[src/design/ffsf_pkg.sv]
package ffsf_pkg;

  // Fixed organisation: smallest documented depth
  localparam int unsigned PTR_W      = 11;
  localparam logic [10:0] DEPTH      = 11'h400;
  localparam logic [10:0] HALF_DEPTH = 11'h200;
  localparam logic [10:0] ONE_WORD   = 11'h001;

  // Offset defaults after master reset (plain values)
  localparam logic [10:0] FULL_OFS_RST  = 11'h07F;
  localparam logic [10:0] EMPTY_OFS_RST = 11'h07F;

  // Register bus
  localparam int unsigned ADDR_W = 4;
  localparam int unsigned DATA_W = 32;
  localparam logic [3:0]  REG_FULL_OFS  = 4'h0;
  localparam logic [3:0]  REG_EMPTY_OFS = 4'h4;
  localparam logic [3:0]  REG_STATUS    = 4'h8;
  localparam logic [3:0]  REG_LEVEL     = 4'hC;

  // Status register field positions
  localparam int unsigned ST_NO_ROOM     = 0;
  localparam int unsigned ST_NOTHING     = 1;
  localparam int unsigned ST_ALMOST_FULL = 2;
  localparam int unsigned ST_ALMOST_EMPT = 3;
  localparam int unsigned ST_HALF        = 4;
  localparam int unsigned ST_FT_MODE     = 5;
  localparam int unsigned ST_SYNC_TIMING = 6;
  localparam int unsigned ST_OUT_VALID   = 7;

  typedef struct packed {
    logic [ADDR_W-1:0] addr;
    logic [DATA_W-1:0] wdata;
    logic              wr;
    logic              rd;
  } ffsf_bus_t;

  typedef logic [PTR_W-1:0] ffsf_ptr_t;

endpackage

[src/design/ffsf_status_flags.sv]
// Contract
// RULE1: Standard mode: no_room_n low while full, high otherwise.
// RULE2: Standard mode, no reads: no_room_n asserts after exactly depth writes.
// RULE3: Fall-through: accept_ready_n low while space is free, high when none.
// RULE4: Fall-through, no reads: accept_ready_n rises after depth plus one writes.
// RULE5: Fall-through fill count includes the word held in the output register.
// RULE6: Full/ready output updates on write ticks through a two-stage chain; the code uses three (rdSync1_q, rdSync2_q, flag).
// RULE7: Standard mode: nothing_stored_n low while empty, reads blocked then.
// RULE8: Fall-through: data_shown_n falls when the first word becomes valid.
// RULE9: data_shown_n rises only on a read tick with read enable low.
// RULE10: Empty/shown flag on read ticks: two stages standard, three fall-through.
// RULE11: Standard mode: almost_full_n low after depth minus m writes.
// RULE12: Fall-through: almost_full_n low after depth plus one minus m writes.
// RULE13: Async timing: almost_full_n set on write, released on read tick.
// RULE14: Standard mode: almost_empty_n low with n words or fewer.
// RULE15: Fall-through: almost_empty_n low with n+1 words or fewer.
// RULE16: Async timing: almost_empty_n set on read, released on write tick.
// RULE17: half_level_n falls on write above half, rises on read at half.
// RULE18: Standard mode, no reads: half_level_n falls after half depth plus one writes.
// RULE19: Fall-through, no reads: half_level_n falls after (D-1)/2 plus two writes.
// RULE20: Write enable is ignored while the FIFO is full, both modes.
// RULE21: Fall-through: first word shows on the third read tick after the write.
// RULE22: Host drives the timing select during master reset; low means async.
// RULE23: Pointers cross between sides in Gray code through two-stage synchronisers.
//
// Local design decisions: the register offsets and the address-and-strobe port.
`timescale 1ns/100ps
`default_nettype none
module ffsf_status_flags (
  input  wire logic               core_clk,
  input  wire logic               arst_n,
  input  wire ffsf_pkg::ffsf_bus_t busReq,
  output var  logic [31:0]        rdData_q,
  input  wire logic               wrTick,
  input  wire logic               rdTick,
  input  wire logic               writeEnable_n,
  input  wire logic               readEnable_n,
  input  wire logic               masterReset_n,
  input  wire logic               partialReset_n,
  input  wire logic               fallThroughMode,
  input  wire logic               flagTimingSelect,
  output var  logic               noRoom_n_q,
  output var  logic               acceptReady_n_q,
  output var  logic               nothingStored_n_q,
  output var  logic               dataShown_n_q,
  output var  logic               almostFull_n_q,
  output var  logic               almostEmpty_n_q,
  output var  logic               halfLevel_n_q
);
  import ffsf_pkg::*;

  function automatic ffsf_ptr_t bin2gray(input ffsf_ptr_t b);
    return b ^ (b >> 1);
  endfunction

  function automatic ffsf_ptr_t gray2bin(input ffsf_ptr_t g);
    ffsf_ptr_t b;
    b[PTR_W-1] = g[PTR_W-1];
    for (int i = PTR_W - 2; i >= 0; i--) begin
      b[i] = b[i+1] ^ g[i];
    end
    return b;
  endfunction

  logic      ftMode_q;
  logic      syncTiming_q;
  ffsf_ptr_t fullOfs_q;
  ffsf_ptr_t emptyOfs_q;
  ffsf_ptr_t wrPtr_q;
  ffsf_ptr_t wrGray_q;
  ffsf_ptr_t rdPtr_q;
  ffsf_ptr_t rdGray_q;
  logic      outValid_q;
  ffsf_ptr_t rdSync1_q;
  ffsf_ptr_t rdSync2_q;
  ffsf_ptr_t wrSync1_q;
  ffsf_ptr_t wrSync2_q;

  logic      inReset;
  logic      fullNow;
  logic      wrAccept;
  ffsf_ptr_t wrPtr_d;
  ffsf_ptr_t capacity;
  ffsf_ptr_t wrCnt_d;
  ffsf_ptr_t ramCnt;
  logic      ramHasData;
  logic      stdRead;
  logic      ftLoad;
  logic      trueRead;
  ffsf_ptr_t rdPtr_d;
  logic      outValid_d;
  ffsf_ptr_t consumed_d;
  ffsf_ptr_t rdCnt_d;
  ffsf_ptr_t trueCnt_d;
  ffsf_ptr_t fullThr;
  ffsf_ptr_t emptyThr;
  ffsf_ptr_t halfThr;

  assign inReset = !masterReset_n || !partialReset_n;

  // Capacity counts the output register in fall-through mode
  assign capacity = ftMode_q ? DEPTH + ONE_WORD : DEPTH;                             // RULE5
  assign fullThr  = capacity - fullOfs_q;                                            // RULE11 RULE12
  assign emptyThr = ftMode_q ? emptyOfs_q + ONE_WORD : emptyOfs_q;                   // RULE14 RULE15
  assign halfThr  = ftMode_q ? HALF_DEPTH + ONE_WORD : HALF_DEPTH;                   // RULE18 RULE19

  // Write side
  assign fullNow  = ftMode_q ? acceptReady_n_q : !noRoom_n_q;
  assign wrAccept = wrTick && !writeEnable_n && !fullNow;                            // RULE20
  assign wrPtr_d  = wrAccept ? wrPtr_q + ONE_WORD : wrPtr_q;
  assign wrCnt_d  = wrPtr_d - gray2bin(rdSync2_q);

  // Read side: sync stage two feeds the memory occupancy seen by reads
  assign ramCnt     = gray2bin(wrSync2_q) - rdPtr_q;
  assign ramHasData = ramCnt != '0;
  assign stdRead    = !ftMode_q && rdTick && !readEnable_n && ramHasData;            // RULE7
  assign ftLoad     = ftMode_q && rdTick && ramHasData && (!outValid_q || !readEnable_n); // RULE21
  assign trueRead   = rdTick && !readEnable_n;
  assign rdPtr_d    = (stdRead || ftLoad) ? rdPtr_q + ONE_WORD : rdPtr_q;

  always_comb begin
    outValid_d = outValid_q;
    if (ftLoad) begin
      outValid_d = 1'b1;
    end else if (ftMode_q && trueRead) begin
      outValid_d = 1'b0;                                                             // RULE9
    end
  end

  // Words not yet taken by the host; the held output word still counts
  assign consumed_d = rdPtr_d - {{(PTR_W-1){1'b0}}, outValid_d};                     // RULE5
  assign rdCnt_d    = gray2bin(wrSync1_q) - consumed_d;
  assign trueCnt_d  = wrPtr_d - consumed_d;

  // Modes are straps caught while master reset is held
  always_ff @(posedge core_clk or negedge arst_n) begin
    if (!arst_n) begin
      ftMode_q     <= 1'b0;
      syncTiming_q <= 1'b0;
    end else if (!masterReset_n) begin
      ftMode_q     <= fallThroughMode;
      syncTiming_q <= flagTimingSelect;                                              // RULE22
    end
  end

  always_ff @(posedge core_clk or negedge arst_n) begin
    if (!arst_n) begin
      wrPtr_q  <= '0;
      wrGray_q <= '0;
    end else if (inReset) begin
      wrPtr_q  <= '0;
      wrGray_q <= '0;
    end else if (wrTick) begin
      wrPtr_q  <= wrPtr_d;
      wrGray_q <= bin2gray(wrPtr_d);                                                 // RULE23
    end
  end

  always_ff @(posedge core_clk or negedge arst_n) begin
    if (!arst_n) begin
      rdPtr_q    <= '0;
      rdGray_q   <= '0;
      outValid_q <= 1'b0;
    end else if (inReset) begin
      rdPtr_q    <= '0;
      rdGray_q   <= '0;
      outValid_q <= 1'b0;
    end else if (rdTick) begin
      rdPtr_q    <= rdPtr_d;
      rdGray_q   <= bin2gray(consumed_d);                                            // RULE23
      outValid_q <= outValid_d;
    end
  end

  // Gray pointers cross on the receiving side's ticks only
  always_ff @(posedge core_clk or negedge arst_n) begin
    if (!arst_n) begin
      rdSync1_q <= '0;
      rdSync2_q <= '0;
    end else if (inReset) begin
      rdSync1_q <= '0;
      rdSync2_q <= '0;
    end else if (wrTick) begin
      rdSync1_q <= rdGray_q;                                                         // RULE23
      rdSync2_q <= rdSync1_q;
    end
  end

  always_ff @(posedge core_clk or negedge arst_n) begin
    if (!arst_n) begin
      wrSync1_q <= '0;
      wrSync2_q <= '0;
    end else if (inReset) begin
      wrSync1_q <= '0;
      wrSync2_q <= '0;
    end else if (rdTick) begin
      wrSync1_q <= wrGray_q;                                                         // RULE23
      wrSync2_q <= wrSync1_q;
    end
  end

  // Full / input-ready flag: the inactive function idles at its not-full level
  always_ff @(posedge core_clk or negedge arst_n) begin
    if (!arst_n) begin
      noRoom_n_q      <= 1'b1;
      acceptReady_n_q <= 1'b0;
    end else if (inReset) begin
      noRoom_n_q      <= 1'b1;
      acceptReady_n_q <= 1'b0;
    end else if (wrTick) begin                                                       // RULE6
      noRoom_n_q      <= ftMode_q || (wrCnt_d < capacity);                           // RULE1 RULE2
      acceptReady_n_q <= ftMode_q && (wrCnt_d >= capacity);                          // RULE3 RULE4
    end
  end

  // Empty / output-ready flag
  always_ff @(posedge core_clk or negedge arst_n) begin
    if (!arst_n) begin
      nothingStored_n_q <= 1'b0;
      dataShown_n_q     <= 1'b1;
    end else if (inReset) begin
      nothingStored_n_q <= 1'b0;
      dataShown_n_q     <= 1'b1;
    end else if (rdTick) begin                                                       // RULE10
      nothingStored_n_q <= !ftMode_q && (gray2bin(wrSync1_q) != rdPtr_d);            // RULE7
      dataShown_n_q     <= !outValid_d;                                              // RULE8 RULE21
    end
  end

  // Almost-full: async mode sets from write, releases from read
  always_ff @(posedge core_clk or negedge arst_n) begin
    if (!arst_n) begin
      almostFull_n_q <= 1'b1;
    end else if (inReset) begin
      almostFull_n_q <= 1'b1;
    end else if (syncTiming_q) begin
      if (wrTick) begin
        almostFull_n_q <= wrCnt_d < fullThr;                                         // RULE13
      end
    end else if (wrTick && trueCnt_d >= fullThr) begin
      almostFull_n_q <= 1'b0;                                                        // RULE13
    end else if (rdTick && trueCnt_d < fullThr) begin
      almostFull_n_q <= 1'b1;
    end
  end

  // Almost-empty: async mode sets from read, releases from write
  always_ff @(posedge core_clk or negedge arst_n) begin
    if (!arst_n) begin
      almostEmpty_n_q <= 1'b0;
    end else if (inReset) begin
      almostEmpty_n_q <= 1'b0;
    end else if (syncTiming_q) begin
      if (rdTick) begin
        almostEmpty_n_q <= rdCnt_d > emptyThr;                                       // RULE16
      end
    end else if (rdTick && trueCnt_d <= emptyThr) begin
      almostEmpty_n_q <= 1'b0;                                                       // RULE16
    end else if (wrTick && trueCnt_d > emptyThr) begin
      almostEmpty_n_q <= 1'b1;
    end
  end

  // Half flag is set and cleared by opposite sides, hence asynchronous
  always_ff @(posedge core_clk or negedge arst_n) begin
    if (!arst_n) begin
      halfLevel_n_q <= 1'b1;
    end else if (inReset) begin
      halfLevel_n_q <= 1'b1;
    end else if (wrTick && trueCnt_d > halfThr) begin
      halfLevel_n_q <= 1'b0;                                                         // RULE17
    end else if (rdTick && trueCnt_d <= halfThr) begin
      halfLevel_n_q <= 1'b1;                                                         // RULE17
    end
  end

  // Offset registers survive partial reset; master reset restores defaults
  always_ff @(posedge core_clk or negedge arst_n) begin
    if (!arst_n) begin
      fullOfs_q  <= FULL_OFS_RST;
      emptyOfs_q <= EMPTY_OFS_RST;
    end else if (!masterReset_n) begin
      fullOfs_q  <= FULL_OFS_RST;
      emptyOfs_q <= EMPTY_OFS_RST;
    end else if (busReq.wr) begin
      if (busReq.addr == REG_FULL_OFS) begin
        fullOfs_q <= busReq.wdata[PTR_W-1:0];
      end
      if (busReq.addr == REG_EMPTY_OFS) begin
        emptyOfs_q <= busReq.wdata[PTR_W-1:0];
      end
    end
  end

  always_ff @(posedge core_clk or negedge arst_n) begin
    if (!arst_n) begin
      rdData_q <= '0;
    end else if (busReq.rd) begin
      rdData_q <= '0;
      unique case (busReq.addr)
        REG_FULL_OFS:  rdData_q[PTR_W-1:0] <= fullOfs_q;
        REG_EMPTY_OFS: rdData_q[PTR_W-1:0] <= emptyOfs_q;
        REG_STATUS: begin
          rdData_q[ST_NO_ROOM]     <= ftMode_q ? acceptReady_n_q : noRoom_n_q;
          rdData_q[ST_NOTHING]     <= ftMode_q ? dataShown_n_q : nothingStored_n_q;
          rdData_q[ST_ALMOST_FULL] <= almostFull_n_q;
          rdData_q[ST_ALMOST_EMPT] <= almostEmpty_n_q;
          rdData_q[ST_HALF]        <= halfLevel_n_q;
          rdData_q[ST_FT_MODE]     <= ftMode_q;
          rdData_q[ST_SYNC_TIMING] <= syncTiming_q;
          rdData_q[ST_OUT_VALID]   <= outValid_q;
        end
        REG_LEVEL:     rdData_q[PTR_W-1:0] <= wrPtr_q - gray2bin(rdSync2_q);
        default:       rdData_q <= '0;
      endcase
    end else begin
      rdData_q <= '0;
    end
  end

  // Checks
  logic runPrev_q;
  logic wrSideMove;
  logic halfSetNow;
  assign wrSideMove = wrTick || inReset;
  assign halfSetNow = wrTick && (trueCnt_d > halfThr);
  always_ff @(posedge core_clk or negedge arst_n) begin
    if (!arst_n) begin
      runPrev_q <= 1'b0;
    end else begin
      runPrev_q <= !inReset;
    end
  end
endmodule
`default_nettype wire

[config.mk]
export PLATFORM = sky130hd
export DESIGN_NAME = ffsf_status_flags
export DESIGN_NICKNAME = d
export VERILOG_FILES = /design/src/design/ffsf_pkg.sv /design/src/design/ffsf_status_flags.sv
export SDC_FILE = /design/constraint.sdc
export NUM_CORES = 1
export LEC_CHECK = 0
export ABC_AREA = 1
export BUFFER_PORTS_ARGS = -buffer_cell sky130_fd_sc_hd__clkbuf_2
export CAP_MARGIN = 20
export CORE_ASPECT_RATIO = 1.2
export CORE_UTILIZATION = 60
export DETAILED_ROUTE_END_ITERATION = 12
export GPL_TIMING_DRIVEN = 0
export HOLD_SLACK_MARGIN = 0.05
export PLACE_DENSITY = 0.8
export SETUP_SLACK_MARGIN = 0.02
export SYNTH_ARGS = -nofsm -noshare
export SYNTH_HDL_FRONTEND = slang
export SYNTH_SLANG_ARGS = --single-unit
[constraint.sdc]
create_clock -name core_clk -period 21 [get_ports core_clk]
set_input_delay 5.25 -clock core_clk [delete_from_list [all_inputs] [get_ports core_clk]]
set_output_delay 5.25 -clock core_clk [all_outputs]
set_load 0.005 [all_outputs]
==> Word-level counts from Yosys, hierarchy flattened <==
Index checks and enable logic that the tools add are counted.
Widths: inputs -> output; s select.
{ "word_totals": {"latch_bits": 0, "ff_bits": 152, "romBits": 0, "ram_bits": 0, "input_bits": 48, "word_cells": 182, "output_inout_bits": 39, "mem_count": 0} }
{ "op_classes": {"shifts": 0, "reduce_logical": 42, "bitwise_logic": 32, "n_div": 0, "magnitude_cmp": 10, "mux": 58, "n_mul": 0, "n_eq_ne": 9, "addsub": 10} }
{ "op_table": {"columns": ["cell", "count"], "rows": [
  ["$mux 11", 26],
  ["$sub 11x11->11", 6],
  ["$add 11x1->11 const B", 3],
  ["$lt 11x11->1", 3],
  ["$pmux 8 s4", 1],
  ["$mux 1", 30],
  ["$xor 1x1->1", 30],
  ["$ge 11x11->1", 2],
  ["$gt 11x11->1", 2],
  ["$xor 11x10->11", 2],
  ["$logic_and 1x1->1", 18],
  ["$gt 11x10->1", 1],
  ["$le 11x10->1", 1],
  ["$le 11x11->1", 1],
  ["$ne 11x11->1", 1],
  ["$reduce_bool 11->1", 1],
  ["$sub 11x1->11", 1],
  ["$logic_not 1->1", 9],
  ["$pmux 3 s3", 1],
  ["$eq 4x4->1 const B", 2],
  ["$reduce_and 2->1", 4],
  ["$reduce_bool 4->1", 2],
  ["$ne 3x2->1 const B", 2],
  ["$eq 4x3->1 const B", 1],
  ["6 further kinds", 11]
]} }

==> Longest topological paths before layout <==
{ "logic_depth": {"ltp_word": 24, "mapped_depth": 52, "ltp_nobuf": 52} }

==> Worst setup path after synthesis <==
OpenSTA, ideal clock, no wires.
{ "synth_timing": {"path_kind": "in2reg", "from": "input port rdTick", "to": "register almostEmpty_n_q", "path_slack_ns": 11.294, "path_buffers": 1, "t_required_ns": 20.937, "setup_time_ns": 0.063, "t_arrival_ns": 9.644, "stages": 31, "cell_sequence": "inv_1 -> o22ai_2 -> o21ai_1 -> clkbuf_8 -> xor2_1 -> inv_1 -> ha_1 -> ha_1 -> or2_2 -> nand2_1 -> inv_1 -> ha_1 -> inv_1 -> o21bai_1 -> a21oi_1 -> a21boi_0 -> nand2_1 -> a31oi_1 -> nand2_1 -> nand3_1 -> nand2_1 -> xor2_1 -> ha_1 -> nand2_1 -> nor3_1 -> nand4_1 -> o221ai_1 -> o2111ai_1 -> o211ai_1 -> nand2_1 -> inv_1"} }
{ "synth_via": {"elab_chain_len": 12, "word_cells_on_any_way": 27, "classes_between": "add/sub (3); order compare (3); eq/ne (1); mux (7); reduce/logical (13)"} }
{ "synth_rtl": {"columns": ["element", "line", "text"], "rows": [
  ["start, declared", "ffsf_status_flags.sv:35", "input wire logic rdTick,"],
  ["$logic_and 1x1->1, on equally long branches (3 in series)", "ffsf_status_flags.sv:116, ffsf_status_flags.sv:117", null],
  ["$logic_or 1x1->1", "ffsf_status_flags.sv:119", "assign rdPtr_d = (stdRead || ftLoad) ? rdPtr_q + ONE_WORD : rdPtr_q;"],
  ["$mux 11", "ffsf_status_flags.sv:119", null],
  ["$sub 11x1->11", "ffsf_status_flags.sv:131", "assign consumed_d = rdPtr_d - {{(PTR_W-1){1'b0}}, outValid_d};"],
  ["$sub 11x11->11", "ffsf_status_flags.sv:133", "assign trueCnt_d = wrPtr_d - consumed_d;"],
  ["$le 11x11->1", "ffsf_status_flags.sv:257", "end else if (rdTick && trueCnt_d <= emptyThr) begin"],
  ["$logic_and 1x1->1", "ffsf_status_flags.sv:257", null],
  ["$mux 1", "ffsf_status_flags.sv:257", null],
  ["$mux 1", "ffsf_status_flags.sv:253", "end else if (syncTiming_q) begin"],
  ["$mux 1", "ffsf_status_flags.sv:251", "end else if (inReset) begin"],
  ["end signal, assigned", "ffsf_status_flags.sv:255", "almostEmpty_n_q <= rdCnt_d > emptyThr;"],
  ["end, declared", "ffsf_status_flags.sv:47", "output var logic almostEmpty_n_q,"]
]} }
Parallel ways exist; a longest one is shown, timed or not. The select of a mux whose other input is x is not followed.
A chain may end at the register's enable or synchronous reset.

==> Worst setup path after layout <==
Ends and elaborated chain as after synthesis.

==> impl_metrics.ini <==
[sta]
tightest_slew_ps = 799
final-hold-violation-count = 0
clock.fmax_mhz = 94.2
clock-skew-final_ps = 7.28
period_needed_ps = 10610
setup_viol = 0
slew_viol_final = 0
rsz0062_at_grt = false
tns_ps = 0
period_share_pct = 50.5
setup_slack_ps = 10390
relSlewSlack_pct = 46.2

[synthesis]
synth_cell_types = 51
synth_edf_count = 0
ys_seq_area_share_pct = 31.1
synth_warnings = 0
syn_area_per_cell_sq_um = 7.34
ys.flop_type = dfrtp_1
syn-cell-area_sq_um = 10500
async_flop_share_pct = 100
ys_seq_elements = 130
syn_inst = 1432

[detailed_routing]
routed_wl_mm = 30.7
drc = 0
dr.pass1.iters = 5
wire_per_inst_um = 17.6
vias_per_cell = 5.72
dr.first_iter.drc_count = 849
antenna_left = 0
num_vias = 9975

[placed_design]
dp_slack_ps = 10050
gp_congestion = 0.996
hpwl_mm = 23.8
io_buffers = 43

[final_layout]
fillers = 1464
drive_above_1_share_pct = 9.55
nets = 1660
diodes = 0
area_growth_pct = 11.0

[worst_setup_path]
critPathRequiredTime_ps = 21380
startpoint_type = primary input
crit_family = compound AO/OA/AOI/OAI gates
path_class = primary input to register
crit_arrival_ps = 10990
crit_top_cell = nand2_1
critPathMaxStageDelay_ps = 500
critical_path.slowest_cell = o22ai_2
cp_max_fo = 10
crit_buf_inv = 7
cp-end-kind = register

[clock_tree]
insertion_delay_ps = 440
clock-root-buffer = clkbuf_16
cts-htree-levels = 4
post_cts_buffers = 0
cts-buffers-inserted = 17
clk_path_buf_depth = 2
cts-resized-gates = 0
cts_sinks = 130
hold_buffers = 0
cts_tree = done
path_clk_slew_ps = 70

[global_route]
antenna_found_initial = 0
grt_usage_pct = 36.2
grt_pass1_wl_mm = 49.1
grt_pass1_vias = 9793
grt_max_degree = 82
grt_overflow = 0

[floorplanning]
die_area_sq_um = 18100
rows = 52
die_h_um = 147
initial_utilization_pct = 61.9
core_area_sq_um = 17000
pin_count = 87
die_x_um = 123

[power_and_ir_drop]
p_leak_nw = 6.13
peakVddDrop_mv = 0.0568
power.density_nw_per_um2 = 69.9

[status]
status = finished, final reports clean

[min_path]
hold_class = register to register

[job]
max-cap-violations = 0
## registers in the layout (all words and copies together) (netlist names), 10 cells and up
register,count
rdSync2_q,11
rdPtr_q,11
emptyOfs_q,11
fullOfs_q,11
wrSync1_q,11
wrGray_q,10
wrSync2_q,11
rdGray_q,11
rdSync1_q,11
wrPtr_q,11
rdData_q,11
## power by group
group	switching, W	leakage [nW]	internal [W]	total (W)
Clock	0.000135	0.275	0.000156	0.000291
Combinational	0.000166	4.11	0.0000902	0.000257
Sequential	0.00000750	1.74	0.000261	0.000268
Total	0.000309	6.13	0.000507	0.000816
## final timing paths
check | from | to | slack [ps] | cells past startpoint
max | rdTick | almostEmpty_n_q$_DFFE_PN0P_ | 10390 | 32
min | halfLevel_n_q$_DFFE_PN1P_ | halfLevel_n_q$_DFFE_PN1P_ | 500 | 2
max reg2reg | wrSync2_q[10]$_DFFE_PN0P_ | almostEmpty_n_q$_DFFE_PN0P_ | 11800 | 51
min reg2reg | halfLevel_n_q$_DFFE_PN1P_ | halfLevel_n_q$_DFFE_PN1P_ | 500 | 2
max in group asynchronous | arst_n | fullOfs_q[3]$_DFFE_PN1P_ | 15480 | 2
min in group asynchronous | arst_n | rdPtr_q[6]$_DFFE_PN0P_ | 4770 | 1
## area by class of cell
cell class                 count  area (sq um)  share of cell area [%]
inverter                     254           953                    8.16
clock inverter                15           139                    1.19
tap                          216           270                    2.31
multi-input combinational   1025          6100                    52.3
clock buffer                  17           425                    3.64
timing repair buffer          44           251                    2.15
buffer                        43           260                    2.23
sequential                   130          3280                    28.0
## per-stage QoR
| step | hold slack [ps] | cell area, sq um | total power [W] | std cells | utilization [%] |
|---|---|---|---|---|---|
| 2_1_floorplan | 453 | 10600 | 0.000451 | 1452 | - |
| 3_3_place_gp | 483 | 11100 | 0.000512 | 1711 | 65.2 |
| 3_5_place_dp | 481 | 11100 | 0.000519 | 1712 | 65.5 |
| 4_1_cts | 499 | 11700 | 0.000809 | 1744 | 68.8 |
| 5_1_grt | 528 | 11700 | 0.000863 | 1744 | 68.8 |
| 6_report | 497 | 11700 | 0.000816 | 1744 | 68.8 |
## layer usage
metal	vias to the layer above	global-route usage, %	wire, um	share of wire [%]
met5	-	0	0	0
met4	0	22.9	2020	6.6
met3	123	6.68	2060	6.7
met2	444	59.8	14600	47
met1	4625	42.9	12000	39
li1	4783	-	-	-
## cell usage in the layout (no fill, tap or decap), drive strengths merged, types with 6 or more instances in the layout
| cell | n |
|---|---|
| a21oi | 53 |
| a221oi | 6 |
| a31oi | 7 |
| buf | 24 |
| clkbuf | 80 |
| clkinv | 7 |
| conb | 21 |
| dfrtp | 112 |
| dfstp | 18 |
| ha | 93 |
| inv | 260 |
| nand2 | 320 |
| nand3 | 83 |
| nand4 | 10 |
| nor2 | 111 |
| nor3 | 27 |
| nor4 | 7 |
| o21ai | 94 |
| o21bai | 8 |
| o22ai | 36 |
| or2 | 9 |
| xnor2 | 10 |
| xor2 | 89 |
## cell families after synthesis
group / Yosys count / share of synthesized area [%]
xor+xnor: 99 / 9.60
fa+ha+maj: 97 / 11.8
buf+inv: 297 / 11.5
simple gates: 572 / 22.7
flops: 130 / 31.1
compound gates: 236 / 13.1
other cells: 1 / 0.0357
## synth_stat cells, types with 5 or more instances
cell      count  area share [%]
a21oi_1      53             2.5
a221oi_1      6            0.50
a31oi_1       7            0.42
buf_4        21             1.5
clkbuf_1     18            0.64
dfrtp_1     112              27
dfstp_2      18             4.5
ha_1         93              11
inv_1       248             8.9
nand2_1     314              11
nand2_2       5            0.30
nand3_1      83             3.9
nand4_1      10            0.59
nor2_1      111             4.0
nor3_1       27             1.3
nor4_1        7            0.42
o21ai_0      91             4.3
o21bai_1      8            0.57
o221ai_1      5            0.42
o22ai_1      35             2.1
or2_2         9            0.54
xnor2_1       9            0.75
xor2_1       80             6.7
xor2_4        6             1.6
## tightest hold or removal path: cells and delay by family, from the launching register on
family | cells | cell delay (ps)
DFF | 1 | 390
and+or+nand+nor | 2 | 110
(Power assumes the default switching activity.)
